**src/logic/enbom_cfg.svh**
```systemverilog
// constants of the e1 national-bit overhead monitor: register indices, field positions, reset values, timing counts
// assumes a 10 MHz apb clock; register index n sits at byte address 4*n
`ifndef ENBOM_CFG_SVH
`define ENBOM_CFG_SVH

// register indices (byte address = 4 * index)
`define ENBOM_IDX_SA4 10'h056
`define ENBOM_IDX_SA5 10'h057
`define ENBOM_IDX_SA6 10'h058
`define ENBOM_IDX_SA7 10'h059
`define ENBOM_IDX_SA8 10'h05a
`define ENBOM_IDX_PAT 10'h05b
`define ENBOM_IDX_CW_CTRL 10'h05c
`define ENBOM_IDX_CW_FLAGS 10'h05d
`define ENBOM_IDX_OH_STATUS 10'h05f
`define ENBOM_IDX_OH_CTRL 10'h060
`define ENBOM_IDX_OH_FLAGS 10'h061

// reset values
`define ENBOM_RST_CW_CTRL 8'h00
`define ENBOM_RST_OH_CTRL 6'h00

// fields of the codeword control register
`define ENBOM_BIT_ALIGN_SEL 7
`define ENBOM_BIT_DEBOUNCE 6
`define ENBOM_BIT_SIXTH_IRQ 5
// codeword store index of each national bit (sa4 .. sa8 = 4 .. 0)
`define ENBOM_CW_SA6 2
`define ENBOM_CW_SA7 1

// fields of the overhead flag and enable registers
`define ENBOM_OH_NT_CRC 5
`define ENBOM_OH_NT_FEBE 4
`define ENBOM_OH_FEBE 3
`define ENBOM_OH_RAI 2
`define ENBOM_OH_CFEBE 1
`define ENBOM_OH_LINK 0

// sa6 twelve-bit patterns
`define ENBOM_PAT_888 12'h888
`define ENBOM_PAT_AAA 12'haaa
`define ENBOM_PAT_CCC 12'hccc
`define ENBOM_PAT_EEE 12'heee
`define ENBOM_PAT_FFF 12'hfff

// nt codewords
`define ENBOM_NT_CRC_A 4'h2
`define ENBOM_NT_CRC_B 4'h3
`define ENBOM_NT_FEBE_A 4'h1
`define ENBOM_NT_FEBE_B 4'h3

// timing
`define ENBOM_CLK_HZ 10000000
`define ENBOM_RAI_MS 10
`define ENBOM_RAI_CYCLES ((`ENBOM_CLK_HZ / 1000) * `ENBOM_RAI_MS)
`define ENBOM_SEC_S 1
`define ENBOM_SEC_CYCLES (`ENBOM_CLK_HZ * `ENBOM_SEC_S)
`define ENBOM_CFEBE_MIN 11'd990
`define ENBOM_CFEBE_SECS 5

`endif

```
**src/logic/enbom_pkg.sv**
```systemverilog
// types shared by the overhead monitor and its codeword store
// assumes the framer delivers overhead bits as one-cycle strobes on pclk
package enbom_pkg;

  typedef logic [3:0] enbom_cw_type;

  // receive overhead from the framer, all sampled on pclk
  typedef struct packed {
    logic nfas_strobe;  // one pulse per nfas frame; a_bit and sa valid
    logic a_bit;
    logic [4:0] sa;     // sa4 .. sa8 in bits 4 .. 0
    logic smf_end;      // pulse after the last nfas frame of a crc sub-multiframe
    logic e_strobe;     // pulse per received e1 or e2 bit
    logic e_bit;
    logic crc_mf_sync;  // level: crc multiframe in sync
    logic basic_sync;   // level: basic frame in sync
  } enbom_line_type;

endpackage
```
**src/logic/enbom_cw_store.sv**
```systemverilog
// one national-bit codeword store with optional two-sample de-bounce
// assumes sample is already gated by crc multiframe synchronisation
module enbom_cw_store (
  input wire logic pclk,
  input wire logic presetn,
  input wire logic sample,
  input wire logic debounce_en,
  input wire enbom_pkg::enbom_cw_type word,
  output enbom_pkg::enbom_cw_type stored,
  output logic changed
);
  import enbom_pkg::*;

  enbom_cw_type last_word;
  logic take;

  // with de-bounce a value must repeat over two sub-multiframes
  assign take = sample & (~debounce_en | (word == last_word));

  // previous received codeword, kept for the repeat check
  always_ff @(posedge pclk or negedge presetn) begin
    if (!presetn) begin
      last_word <= 4'h0;
    end else if (sample) begin
      last_word <= word;
    end
  end

  // stored value and one-cycle change pulse
  always_ff @(posedge pclk or negedge presetn) begin
    if (!presetn) begin
      stored <= 4'h0;
      changed <= 1'b0;
    end else begin
      changed <= take & (word != stored);
      if (take) begin
        stored <= word;
      end
    end
  end
endmodule

```
**src/logic/enbom_monitor.sv**
```systemverilog
// receive-side e1 national-bit overhead monitor with an apb register slave
// assumes framer strobes synchronous to pclk and an apb master on the same clock
// Functional notes
// - with de-bounce on, sa7 store updates after two equal sub-multiframe codewords.
// - with de-bounce on, sa8 store updates after two equal sub-multiframe codewords.
// - with de-bounce off, stores refresh each sub-multiframe; enable resets to 0.
// - stored codewords hold while crc multiframe sync is lost.
// - align 0 compares any 12 sa6 bits; 1 compares three codewords; needs sync.
// - five pattern bits set on 0x888, 0xaaa, 0xccc, 0xeee, 0xfff.
// - summary sa6 event flag sets on any of the five patterns.
// - sa6 event flag drives interrupt only while its enable is 1.
// - each of sa4..sa8 stores sets its change flag when its value changes.
// - each change flag has its own interrupt enable.
// - rai status set when a=1 and e bit zero persist for 10 ms.
// - continuous febe status when e zeros reach 990 per second for 5 seconds.
// - link id status when at least 2 of last 3 sa7 bits are 0.
// - nt crc error flag interrupts only when its enable, reset 0, is set.
// - nt febe flag interrupts only when its enable, reset 0, is set.
// - nt crc error flag sets when sa6 codeword is 0010 or 0011.
// - nt febe flag sets when sa6 codeword is 0001 or 0011.
// - each continuous status sets a change flag on every toggle.
// - software clears a flag by writing 1 to its bit.
`include "enbom_cfg.svh"

module enbom_monitor #(
  parameter logic [23:0] RAI_CYCLES = 24'(`ENBOM_RAI_CYCLES),
  parameter logic [23:0] SEC_CYCLES = 24'(`ENBOM_SEC_CYCLES)
) (
  input wire logic pclk,
  input wire logic presetn,
  input wire logic psel,
  input wire logic penable,
  input wire logic pwrite,
  input wire logic [11:0] paddr,
  input wire logic [31:0] pwdata,
  output logic [31:0] prdata,
  output logic pready,
  output logic pslverr,
  input wire enbom_pkg::enbom_line_type line_in,
  output logic irq
);
  import enbom_pkg::*;
  // bus decode
  logic [9:0] reg_idx;
  logic aligned;
  logic setup_phase;
  logic wr_access;
  logic mapped;
  logic [7:0] rd_value;
  // control registers
  logic [7:0] cw_ctrl;
  logic [5:0] oh_ctrl;
  // flags
  logic [4:0] pattern_flags;
  logic [5:0] cw_flags;
  logic [5:0] oh_flags;
  logic [4:0] pattern_clr;
  logic [5:0] cw_clr;
  logic [5:0] oh_clr;
  logic [4:0] pattern_set;
  logic [5:0] cw_set;
  logic [5:0] oh_set;
  // codeword assembly and stores
  enbom_cw_type cw_shift [0:4];
  enbom_cw_type next_cw [0:4];
  enbom_cw_type cw_stored [0:4];
  logic [4:0] cw_change;
  logic cw_sample;
  logic nfas_take;
  // sa6 pattern search
  logic [11:0] sa6_bits;
  logic [11:0] next_sa6_bits;
  logic [11:0] sa6_words;
  logic [11:0] next_sa6_words;
  logic [11:0] sa6_compare;
  logic compare_now;
  // continuous detectors
  logic a_latest;
  logic e_zero_latest;
  logic rai_cond;
  logic [23:0] rai_cnt;
  logic rai_status;
  logic [23:0] sec_cnt;
  logic sec_wrap;
  logic e_zero_event;
  logic [10:0] e_zero_cnt;
  logic [`ENBOM_CFEBE_SECS-1:0] cfebe_hist;
  logic cfebe_status;
  logic [2:0] sa7_window;
  logic link_status;
  logic [2:0] status_now;
  logic [2:0] status_prev;
  assign reg_idx = paddr[11:2];
  assign aligned = (paddr[1:0] == 2'b00);
  assign setup_phase = psel & ~penable;
  // zero wait states: every access phase completes at once
  assign pready = 1'b1;
  assign wr_access = psel & penable & pwrite;
  // address map check
  always_comb begin
    mapped = 1'b0;
    if (aligned) begin
      case (reg_idx)
        `ENBOM_IDX_SA4, `ENBOM_IDX_SA5, `ENBOM_IDX_SA6, `ENBOM_IDX_SA7, `ENBOM_IDX_SA8: mapped = 1'b1;
        `ENBOM_IDX_PAT, `ENBOM_IDX_CW_CTRL, `ENBOM_IDX_CW_FLAGS: mapped = 1'b1;
        `ENBOM_IDX_OH_STATUS, `ENBOM_IDX_OH_CTRL, `ENBOM_IDX_OH_FLAGS: mapped = 1'b1;
        default: mapped = 1'b0;
      endcase
    end
  end

  // read multiplexer; reserved bits read as zero
  always_comb begin
    rd_value = 8'h00;
    case (reg_idx)
      `ENBOM_IDX_SA4: rd_value = {4'h0, cw_stored[4]};
      `ENBOM_IDX_SA5: rd_value = {4'h0, cw_stored[3]};
      `ENBOM_IDX_SA6: rd_value = {4'h0, cw_stored[2]};
      `ENBOM_IDX_SA7: rd_value = {4'h0, cw_stored[1]};
      `ENBOM_IDX_SA8: rd_value = {4'h0, cw_stored[0]};
      `ENBOM_IDX_PAT: rd_value = {3'h0, pattern_flags};
      `ENBOM_IDX_CW_CTRL: rd_value = cw_ctrl;
      `ENBOM_IDX_CW_FLAGS: rd_value = {2'h0, cw_flags};
      `ENBOM_IDX_OH_STATUS: rd_value = {5'h00, rai_status, cfebe_status, link_status};
      `ENBOM_IDX_OH_CTRL: rd_value = {2'h0, oh_ctrl};
      `ENBOM_IDX_OH_FLAGS: rd_value = {2'h0, oh_flags};
      default: rd_value = 8'h00;
    endcase
  end

  // read data and error captured in the setup cycle, stable through the access phase
  always_ff @(posedge pclk or negedge presetn) begin
    if (!presetn) begin
      prdata <= 32'h0000_0000;
      pslverr <= 1'b0;
    end else if (setup_phase) begin
      prdata <= (mapped && !pwrite) ? {24'h00_0000, rd_value} : 32'h0000_0000;
      pslverr <= ~mapped;
    end
  end

  // control registers: full byte at the codeword control, six bits at the overhead control
  always_ff @(posedge pclk or negedge presetn) begin
    if (!presetn) begin
      cw_ctrl <= `ENBOM_RST_CW_CTRL;
      oh_ctrl <= `ENBOM_RST_OH_CTRL;
    end else if (wr_access && aligned) begin
      if (reg_idx == `ENBOM_IDX_CW_CTRL) begin
        cw_ctrl <= pwdata[7:0];
      end
      if (reg_idx == `ENBOM_IDX_OH_CTRL) begin
        oh_ctrl <= pwdata[5:0];
      end
    end
  end

  // write-one-to-clear masks for the three flag registers
  always_comb begin
    pattern_clr = 5'h00;
    cw_clr = 6'h00;
    oh_clr = 6'h00;
    if (wr_access && aligned) begin
      if (reg_idx == `ENBOM_IDX_PAT) begin
        pattern_clr = pwdata[4:0];
      end
      if (reg_idx == `ENBOM_IDX_CW_FLAGS) begin
        cw_clr = pwdata[5:0];
      end
      if (reg_idx == `ENBOM_IDX_OH_FLAGS) begin
        oh_clr = pwdata[5:0];
      end
    end
  end

  // national bits only count while the basic frame is aligned
  assign nfas_take = line_in.nfas_strobe & line_in.basic_sync;
  // stores move only in crc multiframe sync, otherwise they hold
  assign cw_sample = line_in.smf_end & line_in.crc_mf_sync;

  // per national bit: assemble the codeword and keep it in a store
  generate
    for (genvar i = 0; i < 5; i++) begin : g_cw
      // next value lets a strobe and the sub-multiframe end share a cycle
      always_comb begin
        next_cw[i] = cw_shift[i];
        if (nfas_take) begin
          next_cw[i] = {cw_shift[i][2:0], line_in.sa[i]};
        end
      end

      always_ff @(posedge pclk or negedge presetn) begin
        if (!presetn) begin
          cw_shift[i] <= 4'h0;
        end else begin
          cw_shift[i] <= next_cw[i];
        end
      end

      enbom_cw_store u_store (
        .pclk(pclk),
        .presetn(presetn),
        .sample(cw_sample),
        .debounce_en(cw_ctrl[`ENBOM_BIT_DEBOUNCE]),
        .word(next_cw[i]),
        .stored(cw_stored[i]),
        .changed(cw_change[i])
      );
    end
  endgenerate

  // sa6 bit stream and codeword stream, both as next values
  always_comb begin
    next_sa6_bits = sa6_bits;
    next_sa6_words = sa6_words;
    if (nfas_take) begin
      next_sa6_bits = {sa6_bits[10:0], line_in.sa[`ENBOM_CW_SA6]};
    end
    if (cw_sample) begin
      next_sa6_words = {sa6_words[7:0], next_cw[`ENBOM_CW_SA6]};
    end
  end

  always_ff @(posedge pclk or negedge presetn) begin
    if (!presetn) begin
      sa6_bits <= 12'h000;
      sa6_words <= 12'h000;
    end else begin
      sa6_bits <= next_sa6_bits;
      sa6_words <= next_sa6_words;
    end
  end

  // unaligned mode checks on every bit, aligned mode on every codeword boundary
  always_comb begin
    if (cw_ctrl[`ENBOM_BIT_ALIGN_SEL]) begin
      sa6_compare = next_sa6_words;
      compare_now = cw_sample;
    end else begin
      sa6_compare = next_sa6_bits;
      compare_now = nfas_take & line_in.crc_mf_sync;
    end
  end

  // pattern hits: bit 4 fff down to bit 0 888
  always_comb begin
    pattern_set = 5'h00;
    if (compare_now) begin
      pattern_set[4] = (sa6_compare == `ENBOM_PAT_FFF);
      pattern_set[3] = (sa6_compare == `ENBOM_PAT_EEE);
      pattern_set[2] = (sa6_compare == `ENBOM_PAT_CCC);
      pattern_set[1] = (sa6_compare == `ENBOM_PAT_AAA);
      pattern_set[0] = (sa6_compare == `ENBOM_PAT_888);
    end
  end

  // codeword flag sources: summary pattern event and the five change pulses
  assign cw_set = {|pattern_set, cw_change};

  // sticky flags; a set in the clearing cycle wins over the clear
  always_ff @(posedge pclk or negedge presetn) begin
    if (!presetn) begin
      pattern_flags <= 5'h00;
      cw_flags <= 6'h00;
      oh_flags <= 6'h00;
    end else begin
      pattern_flags <= (pattern_flags & ~pattern_clr) | pattern_set;
      cw_flags <= (cw_flags & ~cw_clr) | cw_set;
      oh_flags <= (oh_flags & ~oh_clr) | oh_set;
    end
  end

  // latest a bit and latest e bit, feeding the rai detector
  always_ff @(posedge pclk or negedge presetn) begin
    if (!presetn) begin
      a_latest <= 1'b0;
      e_zero_latest <= 1'b0;
    end else begin
      if (nfas_take) begin
        a_latest <= line_in.a_bit;
      end
      if (line_in.e_strobe && line_in.crc_mf_sync) begin
        e_zero_latest <= ~line_in.e_bit;
      end
    end
  end

  // rai with e errors: the condition must stand unbroken for the whole interval
  assign rai_cond = line_in.crc_mf_sync & a_latest & e_zero_latest;

  always_ff @(posedge pclk or negedge presetn) begin
    if (!presetn) begin
      rai_cnt <= 24'h00_0000;
    end else if (!rai_cond) begin
      rai_cnt <= 24'h00_0000;
    end else if (rai_cnt != RAI_CYCLES) begin
      rai_cnt <= rai_cnt + 24'h00_0001;
    end
  end
  assign rai_status = (rai_cnt == RAI_CYCLES);
  // one-second time base for the continuous febe count
  assign sec_wrap = (sec_cnt == SEC_CYCLES - 24'h00_0001);

  always_ff @(posedge pclk or negedge presetn) begin
    if (!presetn) begin
      sec_cnt <= 24'h00_0000;
    end else if (sec_wrap) begin
      sec_cnt <= 24'h00_0000;
    end else begin
      sec_cnt <= sec_cnt + 24'h00_0001;
    end
  end

  // e zeros only count in sync; the count saturates well above the threshold
  assign e_zero_event = line_in.e_strobe & line_in.crc_mf_sync & ~line_in.e_bit;

  always_ff @(posedge pclk or negedge presetn) begin
    if (!presetn) begin
      e_zero_cnt <= 11'h000;
      cfebe_hist <= '0;
    end else if (sec_wrap) begin
      cfebe_hist <= {cfebe_hist[`ENBOM_CFEBE_SECS-2:0], (e_zero_cnt >= `ENBOM_CFEBE_MIN)};
      e_zero_cnt <= {10'h000, e_zero_event};
    end else if (e_zero_event && e_zero_cnt != 11'h7ff) begin
      e_zero_cnt <= e_zero_cnt + 11'h001;
    end
  end

  assign cfebe_status = &cfebe_hist;
  // sa7 sliding window; ones at reset so no link id is claimed before data
  always_ff @(posedge pclk or negedge presetn) begin
    if (!presetn) begin
      sa7_window <= 3'h7;
    end else if (nfas_take) begin
      sa7_window <= {sa7_window[1:0], line_in.sa[`ENBOM_CW_SA7]};
    end
  end

  // two or more zeros among the last three
  assign link_status = (~sa7_window[0] & ~sa7_window[1]) | (~sa7_window[0] & ~sa7_window[2]) |
                       (~sa7_window[1] & ~sa7_window[2]);

  // toggle detection on the three continuous statuses
  assign status_now = {rai_status, cfebe_status, link_status};
  always_ff @(posedge pclk or negedge presetn) begin
    if (!presetn) begin
      status_prev <= 3'h0;
    end else begin
      status_prev <= status_now;
    end
  end

  // overhead flag sources
  always_comb begin
    oh_set = 6'h00;
    oh_set[`ENBOM_OH_NT_CRC] = cw_sample &&
      (next_cw[`ENBOM_CW_SA6] == `ENBOM_NT_CRC_A || next_cw[`ENBOM_CW_SA6] == `ENBOM_NT_CRC_B);
    oh_set[`ENBOM_OH_NT_FEBE] = cw_sample &&
      (next_cw[`ENBOM_CW_SA6] == `ENBOM_NT_FEBE_A || next_cw[`ENBOM_CW_SA6] == `ENBOM_NT_FEBE_B);
    oh_set[`ENBOM_OH_FEBE] = e_zero_event;
    oh_set[2:0] = status_now ^ status_prev;
  end

  // shared interrupt: any set flag whose enable is on; pattern bits carry no enable
  assign irq = (|(cw_flags & {cw_ctrl[`ENBOM_BIT_SIXTH_IRQ], cw_ctrl[4:0]})) |
               (|(oh_flags & oh_ctrl));

endmodule

```
**config.mk**
```make
export PLATFORM = sky130hd
export DESIGN_NAME = enbom_monitor
export DESIGN_NICKNAME = d
export VERILOG_FILES = /design/src/logic/enbom_pkg.sv /design/src/logic/enbom_cw_store.sv /design/src/logic/enbom_monitor.sv
export VERILOG_INCLUDE_DIRS = /design/src /design/src/logic
export SDC_FILE = /design/constraint.sdc
export NUM_CORES = 1
export LEC_CHECK = 0
export BUFFER_PORTS_ARGS = -buffer_cell sky130_fd_sc_hd__buf_2
export CORE_MARGIN = 1
export CORE_UTILIZATION = 31
export CTS_CLUSTER_DIAMETER = 100
export DETAILED_ROUTE_END_ITERATION = 10
export GPL_TIMING_DRIVEN = 0
export PLACE_DENSITY = 0.54
export SYNTH_ARGS = -nofsm -noshare
export SYNTH_HDL_FRONTEND = slang
export SYNTH_SLANG_ARGS = --single-unit
```
**constraint.sdc**
```tcl
create_clock -name pclk -period 1.9 [get_ports pclk]
set_input_delay 0.57 -clock pclk [delete_from_list [all_inputs] [get_ports pclk]]
set_output_delay 0.57 -clock pclk [all_outputs]
set_load 0.01 [all_outputs]
```
# Word-level counts from Yosys, hierarchy flattened
# Cells that the tools add are included.
[word_totals] register_bits=225 inputBits=61 out_inout_bits=35 elab_cells=168
[op_classes] add_sub_neg=3 order_cmp=1 eq_ne=34 mux=25 n_bitwise=50 n_reduce_logical=18
[op_table] operator="10-bit by 7-bit == test with 1-bit output (second input constant)" n=11
[op_table] operator="8-bit one-hot mux with 11 select lines" n=1
[op_table] operator="24-bit 2-to-1 mux" n=3
[op_table] operator="12-bit == test (second input constant)" n=5
[op_table] operator="24-bit by 1-bit adder with 24-bit output (second input constant)" n=2
[op_table] operator="12-bit 2-to-1 mux" n=3
[op_table] operator="6-bit AND" n=4
[op_table] operator="24-bit by 17-bit == test with 1-bit output (second input constant)" n=1
[op_table] operator="24-bit == test (second input constant)" n=1
[op_table] operator="6-bit 2-to-1 mux" n=4
[op_table] operator="24-bit by 17-bit inequality test with 1-bit output (second input constant)" n=1
[op_table] operator="1-bit AND" n=23
[op_table] operator="11-bit 2-to-1 mux" n=2
[op_table] operator="4-bit == test" n=5
[op_table] operator="4-bit 2-to-1 mux" n=5
[op_table] operator="4-bit inequality test" n=5
[op_table] operator="5-bit 2-to-1 mux" n=3
[op_table] operator="6-bit inverter" n=2
[op_table] operator="6-bit OR" n=2
[op_table] operator="6-bit OR reduction" n=2
[op_table] operator="11-bit by 1-bit adder with 11-bit output (second input constant)" n=1
[op_table] operator="11-bit by 10-bit >= comparator with 1-bit output (second input constant)" n=1
[op_table] operator="11-bit inequality test (second input constant)" n=1
[op_table] operator="11-bit OR reduction" n=1
[op_table] operator="other kinds (19)" n=42

# Depth between registers and ports, before layout
# Gate-level depths: netlist of run 1.
[depth] depth_word=8 depth_mapped=9 mapped_depth_nobuf=8

# Modules after synthesis
# Synthesis of run 1 repeated with hierarchy kept, for this count alone.
[unflattened] cells_unflattened=1023 hier_area_um2=10344.9
[by_module_without_submodules] mod="enbom_monitor" instances=1 cells_each=753 area_per_inst_um2=7754.9
[by_module_without_submodules] mod="enbom_cw_store" instances=5 cells_each=54 area_per_inst_um2=518.0

# Worst setup path after synthesis of run 1
# Ideal clock, no wire load.
[synth_timing] kind="input-to-reg" from="input port line_in[0] (netlist bit)" to="register g_cw[4].u_store.stored[1]" setup_ns=0.125 arrival_time_ns=2.124 t_required_ns=1.775 slack_ns=-0.349 cell_stages=8 path_buffers=2 path_cell_list="buf_4 -> nand2_4 -> buf_8 -> mux2i_1 -> xnor2_1 -> o41ai_2 -> nand2_2 -> mux2_4"
[synth_between] elab_chain_cells=5
[synth_lines] item="from (decl)" line_no="enbom_monitor.sv:39" rtl="input wire enbom_pkg::enbom_line_type line_in,"
[synth_lines] item="1-bit AND *" line_no="enbom_monitor.sv:176" rtl="assign nfas_take = line_in.nfas_strobe & line_in.basic_sync;"
[synth_lines] item="4-bit 2-to-1 mux *" line_no="enbom_monitor.sv:186" rtl="if (nfas_take) begin"
[synth_lines] item="4-bit == test" line_no="enbom_cw_store.sv:18" rtl="assign take = sample & (~debounce_en | (word == last_word));"
[synth_lines] item="1-bit OR" line_no="enbom_cw_store.sv:18"
[synth_lines] item="1-bit AND" line_no="enbom_cw_store.sv:18"
[synth_lines] item="to (signal assigned)" line_no="enbom_cw_store.sv:37" rtl="stored <= word;"
[synth_lines] item="to (decl)" line_no="enbom_cw_store.sv:9" rtl="output enbom_pkg::enbom_cw_type stored,"
# Mark *: on every way between the ends. The rest lies on a longest branch, timed or not.
# A chain may end at the register's enable or synchronous reset.

# Worst setup path after layout of run 1
[layout_timing] from="register oh_ctrl[3]" to="output port irq"
[layout_between] elab_chain_cells=3
[layout_lines] item="from (decl)" line_no="enbom_monitor.sv:52" rtl="logic [5:0] oh_ctrl;"
[layout_lines] item="from (signal assigned)" line_no="enbom_monitor.sv:146" rtl="oh_ctrl <= `ENBOM_RST_OH_CTRL;"
[layout_lines] item="from (signal assigned)" line_no="enbom_monitor.sv:152" rtl="oh_ctrl <= pwdata[5:0];"
[layout_lines] item="6-bit AND" line_no="enbom_monitor.sv:365" rtl="(|(oh_flags & oh_ctrl));"
[layout_lines] item="6-bit OR reduction" line_no="enbom_monitor.sv:365"
[layout_lines] item="1-bit OR" line_no="enbom_monitor.sv:364" rtl="assign irq = (|(cw_flags & {cw_ctrl[`ENBOM_BIT_SIXTH_IRQ], cw_ctrl[4:0]})) |"
[layout_lines] item="to (decl)" line_no="enbom_monitor.sv:40" rtl="output logic irq"
# No other way between the ends.

==> summary.txt, run 1 <==
Outcome
  • Outcome: complete, but fails checks
  • Violated checks: setup timing

Routing
  • Routed WL per cell: 16.25 µm
  • Initial DRT Pass Iterations: 5
  • Vias per cell: 4.880
  • Met3 wire length: 827 µm
  • Total routed wirelength: 24.37 mm
  • WL met1: 11.72 mm
  • Via Count: 7320
  • Starting DRT DRC Count: 463
  • Metal2 WL: 11.48 mm
  • Residual DRC: 0
  • Detail Route Antenna Nets: 0
  • Uppermost routed layer: met5

Global routing
  • First-pass GRT wire length: 39.10 mm
  • Gr usage total: 15.10%
  • Vias in the first global route: 7102
  • Initial antenna violation count: 2
  • Grt ovf: 0
  • Largest net degree at the start of global routing: 104

STA
  • Period utilization: 113.7%
  • Final min period: 2.161 ns
  • Final Skew: 0.01697 ns
  • Fmax: 462.8 MHz
  • Worst-margin pin slew: 0.8347 ns
  • Worst slew margin: 44.35%
  • Hold Violations, Final: 0
  • Setup ws final: -0.2609 ns
  • RSZ-0062 raised after global routing: yes
  • Setup-failing EPs final: 10
  • Worst hold slack: 0.1756 ns
  • Fin Setup TNS: -0.3697 ns
  • Max Slew Vio Count: 0

Clock network
  • Htree depth: 4
  • CTS root buffer: clkbuf_16
  • CTS sink count: 199
  • Worst skew pair latency: 0.44 ns
  • CTS clk-pin slew, worst paths: 0.07 ns
  • Worst-case clock buffer depth: 2
  • CTS tree: done
  • CTS Buf Count: 17

Floorplan
  • Initial Util: 31.51%
  • Core box area: 31560 µm²
  • Chip height: 181.1 µm
  • Die footprint: 32790 µm²
  • Die W: 181.1 µm
  • Ports: 96
  • Number of placement rows: 65

Logic synthesis
  • Asr flop ratio synth: 100.0%
  • Synth warnings: 0
  • Cell variety after synth: 75
  • Synth Flop Type: dfrtp_1
  • Post-synth EDFFs: 0
  • Instance count of the mapped netlist: 950
  • Mapped cell area: 9942 µm²
  • #FFs+latches synth: 199
  • Sequential cell area fraction in the yosys report: 50.13%
  • Mean Syn Cell Area: 10.47 µm²

Setup path
  • Critical path launch point type: flip-flop
  • CP Max Fanout: 2
  • Reg-to-reg endpoint: cfebe_hist[2]
  • CP cell instances: a22o_1 > a221oi_2 > nand3_2 > buf_6
  • Req. time, crit path: 1.33 ns
  • FF-to-FF setup slack: -0.02 ns
  • R2r startpoint: sec_cnt[13]
  • Crit path DAT: 1.59 ns
  • Max stage delay cell, worst path: dfrtp_1
  • Critical path depth in cells: 4
  • Worst Path Buf+Inv: 1
  • Top cell family by delay on the critical path: compound AO/OA/AOI/OAI gates
  • Crit Path Category: flip-flop to primary output
  • Setup crit end kind: primary output
  • CP peak stage delay: 0.40 ns
  • Worst Reg-to-Reg Cells: 5

Power
  • Leak pwr: 5.497 nW
  • Worst VDD drop: 0.5233 mV
  • PwrDens: 929.9 nW/µm²
  • Tot Pwr: 11.53 mW

Finish
  • Layout cells sized above 1: 27.53%
  • Fillers: 3119
  • Fin nets: 1150
  • Final core occ: 39.28%
  • Area delta synth->final: 24.67%

Flow run
  • Max_cap viols: 0

Hold path
  • Worst Hold Class: input pin to asynchronous set/reset pin

Placed design
  • Pre-CTS setup slack: -0.6222 ns
  • IO buf count: 42
  • Routability Congestion: 0.8635
  • Hpwl dp: 16.91 mm
==> timing repair <==
action                     CTS  global route
gates resized for setup     40            52
pin swaps                   19            26
cloned                       1             0
hold buffers                 0             0
setup buffers               24            26
setup endpoints to repair   64            66
==> sequential cells by signal, summed over array words and instances (netlist names), 6 cells and up <==
register and cells:
prdata 8, e_zero_cnt 11, cw_flags 6, sa6_bits 11, g_cw.u_store.last_word 20, rai_cnt 24, cw_shift 20, cw_ctrl 8
oh_ctrl 6, g_cw.u_store.stored 20, sec_cnt 24, sa6_words 11, oh_flags 6
==> area by class of cell <==
type,count,area (µm²),area share (%)
multi-input cells,691,5071,40.91
flip-flops and latches,199,4986,40.23
inverters,27,101.3,0.8177
plain buffers,55,435.4,3.513
diodes,1,2.502,0.02019
well taps,402,503.0,4.058
clock buffers,18,429.2,3.463
clock inverters,14,162.7,1.312
repair buffers,93,703.2,5.673
==> per-stage QoR <==
step	std cells	instance area [µm²]
after CTS	1475	11950
after global placement	1417	10930
final	1500	12390
after floorplan	973	10220
after detailed placement	1418	10970
after global routing	1499	12390
==> cells in the mapped netlist (all sizes together), types with 2 or more instances <==
cell | instances | area share [%]
a221oi | 3 | 0.26
and3 | 22 | 1.4
nor4b | 7 | 0.62
nor2b | 2 | 0.13
xnor2 | 63 | 5.5
nand2 | 100 | 3.9
a31oi | 4 | 0.25
a21boi | 3 | 0.23
o41ai | 4 | 0.58
buf | 43 | 3.0
inv | 27 | 1.0
nor2 | 80 | 3.0
a22o | 6 | 0.53
nand2b | 7 | 0.44
nand3 | 43 | 2.2
and2 | 5 | 0.31
xor2 | 33 | 2.9
nor3b | 2 | 0.15
a21oi | 27 | 1.4
nand3b | 4 | 0.30
o22ai | 2 | 0.13
dfstp | 3 | 0.79
dfrtp | 196 | 49
o32a | 2 | 0.20
o31ai | 3 | 0.23
o21bai | 2 | 0.15
a41oi | 5 | 0.52
nor3 | 11 | 0.65
o21a | 4 | 0.30
o21ai | 59 | 3.0
a21o | 7 | 0.53
a22oi | 5 | 0.38
clkbuf | 13 | 0.49
conb | 2 | 0.076
or3 | 7 | 0.44
nor4 | 7 | 0.50
or2 | 4 | 0.25
mux2i | 31 | 3.6
mux2 | 53 | 6.2
ha | 5 | 0.63
and4 | 4 | 0.35
o31a | 2 | 0.18
nand4 | 19 | 1.2
==> power by group <==
part,internal [mW],switching (mW)
Combinational,1.23,1.16
Clock,1.98,1.72
Sequential,4.83,0.608
Total,8.04,3.49
==> logic make-up (layout without fill, tap and decap cells) <==
logic type / after synthesis / count (layout) / share of synthesized area [%]
fa+ha+maj: 6 / 6 / 0.7299
simple gates: 329 / 329 / 16.32
xor+xnor: 96 / 96 / 8.457
other cells: 2 / 26 / 0.07554
flops: 199 / 199 / 50.13
compound gates: 151 / 151 / 9.980
mux: 84 / 84 / 9.841
buf+inv: 83 / 207 / 4.468
==> cell usage in the layout (no fill, tap or decap), types with 20 or more instances in the layout <==
cell | netlist | routed
buf_4 | 26 | 67
xor2_1 | 33 | 33
a21oi_1 | 27 | 26
nor2_1 | 80 | 76
buf_2 | 7 | 43
mux2_2 | 47 | 42
and3_1 | 22 | 20
nand2_1 | 97 | 93
xnor2_1 | 63 | 59
conb_1 | 2 | 25
o21ai_0 | 59 | 54
nand3_1 | 43 | 40
inv_1 | 27 | 26
dfrtp_1 | 196 | 194
==> metal layers <==
metal | track usage, % | vias up
met5 | 0 | -
met4 | 4.271 | 2
met3 | 2.479 | 24
met2 | 24.08 | 133
met1 | 21.11 | 3616
li1 | - | 3545
==> how the worst max path moves through the flow <==
| stage | slack [ns] | startpoint | end |
|---|---|---|---|
| 3_5_place_dp | -0.62 | paddr[7] | prdata[7] |
| 2_1_floorplan | -0.31 | line_in[0] | g_cw[3].u_store.stored[1] |
| 5_1_grt | -0.33 | cw_ctrl[4] | irq |
| 3_3_place_gp | -3.31 | presetn | sec_cnt[2] |
| 4_1_cts | -0.27 | cw_ctrl[4] | irq |
| 6_report | -0.26 | oh_ctrl[3] | irq |
Power figures use the tool's default switching activity.
==> run 2: changes to the inputs <==
==> constraint.sdc (replaced) <==
create_clock -name pclk -period 1.9 [get_ports pclk]
set_input_delay 0.57 -clock pclk [delete_from_list [all_inputs] [get_ports pclk]]
set_output_delay 0.57 -clock pclk [all_outputs]
set_load 0.05 [all_outputs]
==> summary.txt, run 2 (same netlist as run 1, synthesis figures left out) <==
Outcome
  • Outcome: complete, but fails checks (unchanged)
  • Violated checks: setup timing (unchanged)

STA
  • RSZ-0062 raised after global routing: yes (unchanged)
  • Final min period: 2.192 ns (was 2.161 ns)
  • Hold Violations, Final: 0 (unchanged)
  • Setup ws final: -0.2924 ns (was -0.2609 ns)
  • Period utilization: 115.4% (was 113.7%)
  • Setup-failing EPs final: 14 (was 10)
  • Worst-margin pin slew: 0.8351 ns (was 0.8347 ns)
  • Fmax: 456.1 MHz (was 462.8 MHz)
  • Worst slew margin: 44.32% (was 44.35%)
  • Max Slew Vio Count: 0 (unchanged)
  • Final Skew: 0.01607 ns (was 0.01697 ns)

Finish
  • Sequential Area: 4989 µm² (was 4986 µm²)
  • Fin nets: 1149 (was 1150)
  • Final core occ: 39.38% (was 39.28%)
  • Area delta synth->final: 24.98% (was 24.67%)
  • Layout cells sized above 1: 28.10% (was 27.53%)
  • Biggest regs: rai_cnt: 24 flops, sec_cnt: 24 flops (unchanged)
  • Most frequent cells in the layout: 192 x dfrtp_1, 94 x nand2_1, 72 x nor2_1, 65 x buf_4, 59 x xnor2_1 (was 194 x dfrtp_1, 93 x nand2_1, 76 x nor2_1, 67 x buf_4, 59 x xnor2_1)
  • Fillers: 3119 (unchanged)
  • Multi-input logic area: 5095 µm² (was 5071 µm²)
  • Most common cell after layout, fill and taps aside: dfrtp_1 (unchanged)

Placed design
  • IO buf count: 42 (unchanged)
  • Pre-CTS setup slack: -0.6222 ns (unchanged)
  • Routability Congestion: 0.8635 (unchanged)
  • Hpwl dp: 16.91 mm (unchanged)

Setup path
  • Req. time, crit path: 1.33 ns (about the same)
  • CP peak stage delay: 0.40 ns (about the same)
  • Reg-to-reg endpoint: cfebe_hist[2] (unchanged)
  • R2r startpoint: sec_cnt[13] (unchanged)
  • Worst Reg-to-Reg Cells: 5 (unchanged)
  • CP Max Fanout: 2 (unchanged)
  • Top cell family by delay on the critical path: compound AO/OA/AOI/OAI gates (unchanged)
  • CP cell instances: a22o_1 > a221oi_2 > nand3_2 > buf_6 (unchanged)
  • Crit Path Category: flip-flop to primary output (unchanged)
  • Worst Path Buf+Inv: 1 (unchanged)
  • Crit path DAT: 1.62 ns (was 1.59 ns)
  • Critical path launch point type: flip-flop (unchanged)
  • FF-to-FF setup slack: -0.02 ns (about the same)
  • Setup crit end kind: primary output (unchanged)
  • Critical path depth in cells: 4 (unchanged)
  • Max stage delay cell, worst path: dfrtp_1 (unchanged)

Clock network
  • Htree depth: 4 (unchanged)
  • CTS root buffer: clkbuf_16 (unchanged)
  • CTS Buf Count: 17 (unchanged)
  • CTS tree: done (unchanged)
  • CTS clk-pin slew, worst paths: 0.07 ns (about the same)
  • CTS sink count: 199 (unchanged)
  • Worst-case clock buffer depth: 2 (unchanged)
  • Worst skew pair latency: 0.44 ns (about the same)

Routing
  • Detail Route Antenna Nets: 0 (unchanged)
  • Total routed wirelength: 24.44 mm (was 24.37 mm)
  • Starting DRT DRC Count: 444 (was 463)
  • Residual DRC: 0 (unchanged)
  • Routed WL per cell: 16.30 µm (was 16.25 µm)
  • Initial DRT Pass Iterations: 4 (was 5)
  • Vias per cell: 4.873 (was 4.880)
  • Via Count: 7305 (was 7320)

Floorplan
  • Core box area: 31560 µm² (unchanged)
  • Die footprint: 32790 µm² (unchanged)
  • Chip height: 181.1 µm (unchanged)
  • Initial Util: 31.51% (unchanged)
  • Ports: 96 (unchanged)
  • Number of placement rows: 65 (unchanged)
  • Die W: 181.1 µm (unchanged)

Global routing
  • Initial antenna violation count: 2 (unchanged)
  • Vias in the first global route: 7105 (was 7102)
  • Gr usage total: 15.11% (was 15.10%)
  • Largest net degree at the start of global routing: 104 (unchanged)
  • First-pass GRT wire length: 39.12 mm (was 39.10 mm)
  • Grt ovf: 0 (unchanged)

Flow run
  • Max_cap viols: 0 (unchanged)

Power
  • Leak pwr: 5.490 nW (was 5.497 nW)
  • PwrDens: 934.9 nW/µm² (was 929.9 nW/µm²)
  • Worst VDD drop: 0.5243 mV (was 0.5233 mV)
  • Tot Pwr: 11.62 mW (was 11.53 mW)

Hold path
  • Worst Hold Class: input pin to asynchronous set/reset pin (unchanged)
-- run 2: how the worst max path moves through the flow --
stage | start | endpoint | slack [ns]
2_1_floorplan | line_in[0] | g_cw[3].u_store.stored[1] | -0.31
3_3_place_gp | presetn | sec_cnt[2] | -3.31
3_5_place_dp | paddr[7] | prdata[7] | -0.62
4_1_cts | cw_ctrl[4] | irq | -0.30
5_1_grt | cw_ctrl[4] | irq | -0.37
6_report | cw_ctrl[4] | irq | -0.29
-- run 2: cell type report --
type,instances,share of cell area [%]
Multi-Input combinational cell,691,41.00
Sequential cell,199,40.15
Timing Repair Buffer,92,5.740
Tap cell,402,4.048
Buffer,55,3.464
Clock buffer,18,3.454
Clock inverter,14,1.309
Inverter,27,0.8156
Antenna cell,1,0.02014
-- run 2: what timing repair did --
| action | in CTS | in global routing |
|---|---|---|
| endpoints found under the hold margin | 0 | 0 |
| hold buffers | 0 | 0 |
| buffers inserted | 25 | 23 |
| setup endpoints to repair | 64 | 66 |
| resized for setup | 40 | 61 |
| pin swaps | 17 | 27 |
| gates cloned | 1 | 1 |
-- run 2: metrics by stage --
step / hold WS [ns] / TNS (ns) / instance area, µm² / std cells
3_5_place_dp: 0.4198 / -36.75 / 10970 / 1418
6_report: 0.1760 / -0.4283 / 12430 / 1499
2_1_floorplan: 0.2744 / -4.818 / 10220 / 973
3_3_place_gp: 0.4176 / -684.31 / 10930 / 1417
5_1_grt: 0.2417 / -1.729 / 12420 / 1498
4_1_cts: 0.2191 / -0.3368 / 11960 / 1476
-- run 2: layer usage --
metal	wire length [µm]	GRT usage (%)
met5	13	0
met4	309	4.271
met3	807	2.479
met2	11530	24.05
met1	11770	21.14
-- run 2: where the power goes --
group	total (mW)	internal [mW]	switching, mW
Clock	3.70	1.98	1.72
Sequential	5.43	4.83	0.605
Combinational	2.48	1.23	1.25
-- run 2: worst reg2reg max path: cells and delay by family, from the launching register on --
family / cells / cell delay [ns]
mux: 1 / 0.30
simple gates: 3 / 0.98
flops: 1 / 0.39
buf+inv: 1 / 0.13
==> run 3: changes to the inputs <==
--- a/config.mk
+++ b/config.mk
@@ -8,11 +8,11 @@
 export LEC_CHECK = 0
 export BUFFER_PORTS_ARGS = -buffer_cell sky130_fd_sc_hd__buf_2
 export CORE_MARGIN = 1
-export CORE_UTILIZATION = 31
+export CORE_UTILIZATION = 48
 export CTS_CLUSTER_DIAMETER = 100
 export DETAILED_ROUTE_END_ITERATION = 10
 export GPL_TIMING_DRIVEN = 0
-export PLACE_DENSITY = 0.54
+export PLACE_DENSITY = 0.74
 export SYNTH_ARGS = -nofsm -noshare
 export SYNTH_HDL_FRONTEND = slang
 export SYNTH_SLANG_ARGS = --single-unit
==> summary.txt, run 3 (same netlist as run 1, synthesis figures left out) <==
Finish
  • Final core occ: 59.78% (was 39.38%)
  • Cell area after layout: 12130 µm² (was 12430 µm²)
  • Fin nets: 1151 (was 1149)
  • Layout cells sized above 1: 26.59% (was 28.10%)
  • Biggest regs: rai_cnt: 24 flops, sec_cnt: 24 flops (unchanged)
  • Area delta synth->final: 22.05% (was 24.98%)
  • Most frequent cells in the layout: 194 x dfrtp_1, 94 x nand2_1, 76 x nor2_1, 74 x buf_4, 61 x xnor2_1 (was 192 x dfrtp_1, 94 x nand2_1, 72 x nor2_1, 65 x buf_4, 59 x xnor2_1)
  • Most common cell after layout, fill and taps aside: dfrtp_1 (unchanged)

Setup path
  • CP Max Fanout: 2 (unchanged)
  • Crit Path Category: flip-flop to primary output (unchanged)
  • Crit path DAT: 1.65 ns (was 1.62 ns)
  • R2r startpoint: sec_cnt[11] (was sec_cnt[13])
  • Worst Reg-to-Reg Cells: 5 (unchanged)
  • Req. time, crit path: 1.33 ns (about the same)
  • Reg-to-reg endpoint: cfebe_hist[2] (unchanged)
  • Crit path to: irq (unchanged)
  • Setup crit end kind: primary output (unchanged)
  • FF-to-FF setup slack: 0.04 ns (was -0.02 ns)
  • Critical path launch point type: flip-flop (unchanged)
  • Critical Path Start: oh_ctrl[3] (was cw_ctrl[4])

Global routing
  • Vias in the first global route: 7046 (was 7105)
  • Largest net degree at the start of global routing: 123 (was 104)
  • Grt ovf: 0 (unchanged)
  • First-pass GRT wire length: 37.00 mm (was 39.12 mm)
  • Gr usage total: 22.06% (was 15.11%)
  • Initial antenna violation count: 2 (unchanged)

Floorplan
  • Ports: 96 (unchanged)
  • Number of placement rows: 52 (was 65)
  • Die footprint: 21290 µm² (was 32790 µm²)
  • Chip height: 145.9 µm (was 181.1 µm)
  • Core box area: 20300 µm² (was 31560 µm²)
  • Die W: 145.9 µm (was 181.1 µm)
  • Initial Util: 48.98% (was 31.51%)

STA
  • Fmax: 451.4 MHz (was 456.1 MHz)
  • Final Skew: 0.007590 ns (was 0.01607 ns)
  • Worst slew margin: 46.16% (was 44.32%)
  • Max Slew Vio Count: 0 (unchanged)
  • Worst-margin pin slew: 0.8075 ns (was 0.8351 ns)
  • Setup ws final: -0.3154 ns (was -0.2924 ns)
  • Hold Violations, Final: 0 (unchanged)
  • Final min period: 2.215 ns (was 2.192 ns)
  • Period utilization: 116.6% (was 115.4%)
  • RSZ-0062 raised after global routing: yes (unchanged)
  • Setup-failing EPs final: 1 (was 14)

Power
  • PwrDens: 959.1 nW/µm² (was 934.9 nW/µm²)
  • Worst VDD drop: 0.4786 mV (was 0.5243 mV)
  • Leak pwr: 5.467 nW (was 5.490 nW)

Clock network
  • Htree depth: 4 (unchanged)
  • CTS tree: done (unchanged)
  • Worst skew pair latency: 0.44 ns (about the same)
  • CTS Buf Count: 17 (unchanged)
  • Worst-case clock buffer depth: 2 (unchanged)
  • CTS clk-pin slew, worst paths: 0.07 ns (about the same)
  • CTS sink count: 199 (unchanged)
  • CTS root buffer: clkbuf_16 (unchanged)

Outcome
  • Outcome: complete, but fails checks (unchanged)
  • Violated checks: setup timing (unchanged)

Placed design
  • Placed instance area: 10810 µm² (was 10970 µm²)
  • Routability Congestion: 0.9430 (was 0.8635)
  • Hpwl dp: 15.38 mm (was 16.91 mm)
  • IO buf count: 42 (unchanged)

Routing
  • Via Count: 7502 (was 7305)
  • Detail Route Antenna Nets: 0 (unchanged)
  • Routed WL per cell: 16.70 µm (was 16.30 µm)
  • Total routed wirelength: 22.86 mm (was 24.44 mm)
  • Residual DRC: 0 (unchanged)
  • Vias per cell: 5.480 (was 4.873)
  • Starting DRT DRC Count: 678 (was 444)
  • Initial DRT Pass Iterations: 7 (was 4)

Hold path
  • Worst Hold Class: input pin to asynchronous set/reset pin (unchanged)

Flow run
  • Max_cap viols: 0 (unchanged)
run 3: changes by cell type in the layout (fill, tap and decap cells not counted), sizes merged:
| cell | change |
|---|---|
| inv | -2 |
| clkinv | -2 |
| bufinv | +1 |
| clkinvlp | +2 |
| buf | +3 |
run 3: worst min path at each step:
| stage | end | cells after the start | from | slack [ns] |
|---|---|---|---|---|
| finish | g_cw[1].u_store.last_word[3] | 1 | presetn | 0.12 |
| global route | cw_shift[2] | 1 | presetn | 0.17 |
| CTS | cw_shift[4] | 1 | presetn | 0.13 |
| detailed placement | cw_flags[0] | 1 | g_cw[0].u_store.changed | 0.42 |
| global placement | cw_flags[2] | 1 | g_cw[2].u_store.changed | 0.42 |
| floorplan | a_latest | 0 | presetn | 0.27 |
run 3: stage by stage:
step / hold slack (ns) / setup TNS, ns / power, mW / cells / setup WS (ns)
floorplan: 0.2744 / -4.818 / 7.079 / 973 / -0.3067
global placement: 0.4197 / -628.09 / 7.612 / 1285 / -3.038
detailed placement: 0.4225 / -31.45 / 7.696 / 1286 / -0.5442
CTS: 0.1333 / -0.3212 / 11.54 / 1336 / -0.3171
global route: 0.1653 / -0.6309 / 12.18 / 1368 / -0.3823
finish: 0.1191 / -0.3154 / 11.64 / 1369 / -0.3154
run 3: cell type report:
type	count	area, µm²
Multi-Input combinational cell	691	4979
Tap cell	270	337.8
Clock inverter	13	168.9
Timing Repair Buffer	94	698.2
Fill cell	1663	8165
Sequential cell	199	4986
Antenna cell	1	2.502
Buffer	55	417.9
Clock buffer	19	442.9
Inverter	27	101.3
run 3: critical path, stage by stage, from the launching register on:
cell,delay (ns)
dfrtp_1,0.39
a22o_1,0.26
a221oi_2,0.22
nand3_2,0.16
buf_8,0.19
run 3: metal layers:
metal | vias up | share of wire, % | GRT usage (%)
met1 | 3681 | 44 | 30.41
met3 | 48 | 5.7 | 4.765
met2 | 217 | 48 | 34.71
li1 | 3554 | - | -
met4 | 2 | 2.3 | 7.263
met5 | - | 0.035 | 0
run 3: power breakdown:
group,leakage (nW),switching (mW),internal [mW]
clock network,0.287,1.64,2.12
logic,2.65,1.24,1.19
registers,2.53,0.610,4.83
run 3: what timing repair did:
item / in CTS / in global routing
buffers inserted: 17 / 33
gates cloned: 1 / 0
setup endpoints to repair: 60 / 56
pin swaps: 17 / 19
resized for setup: 30 / 35
hold buffers: 0 / 0
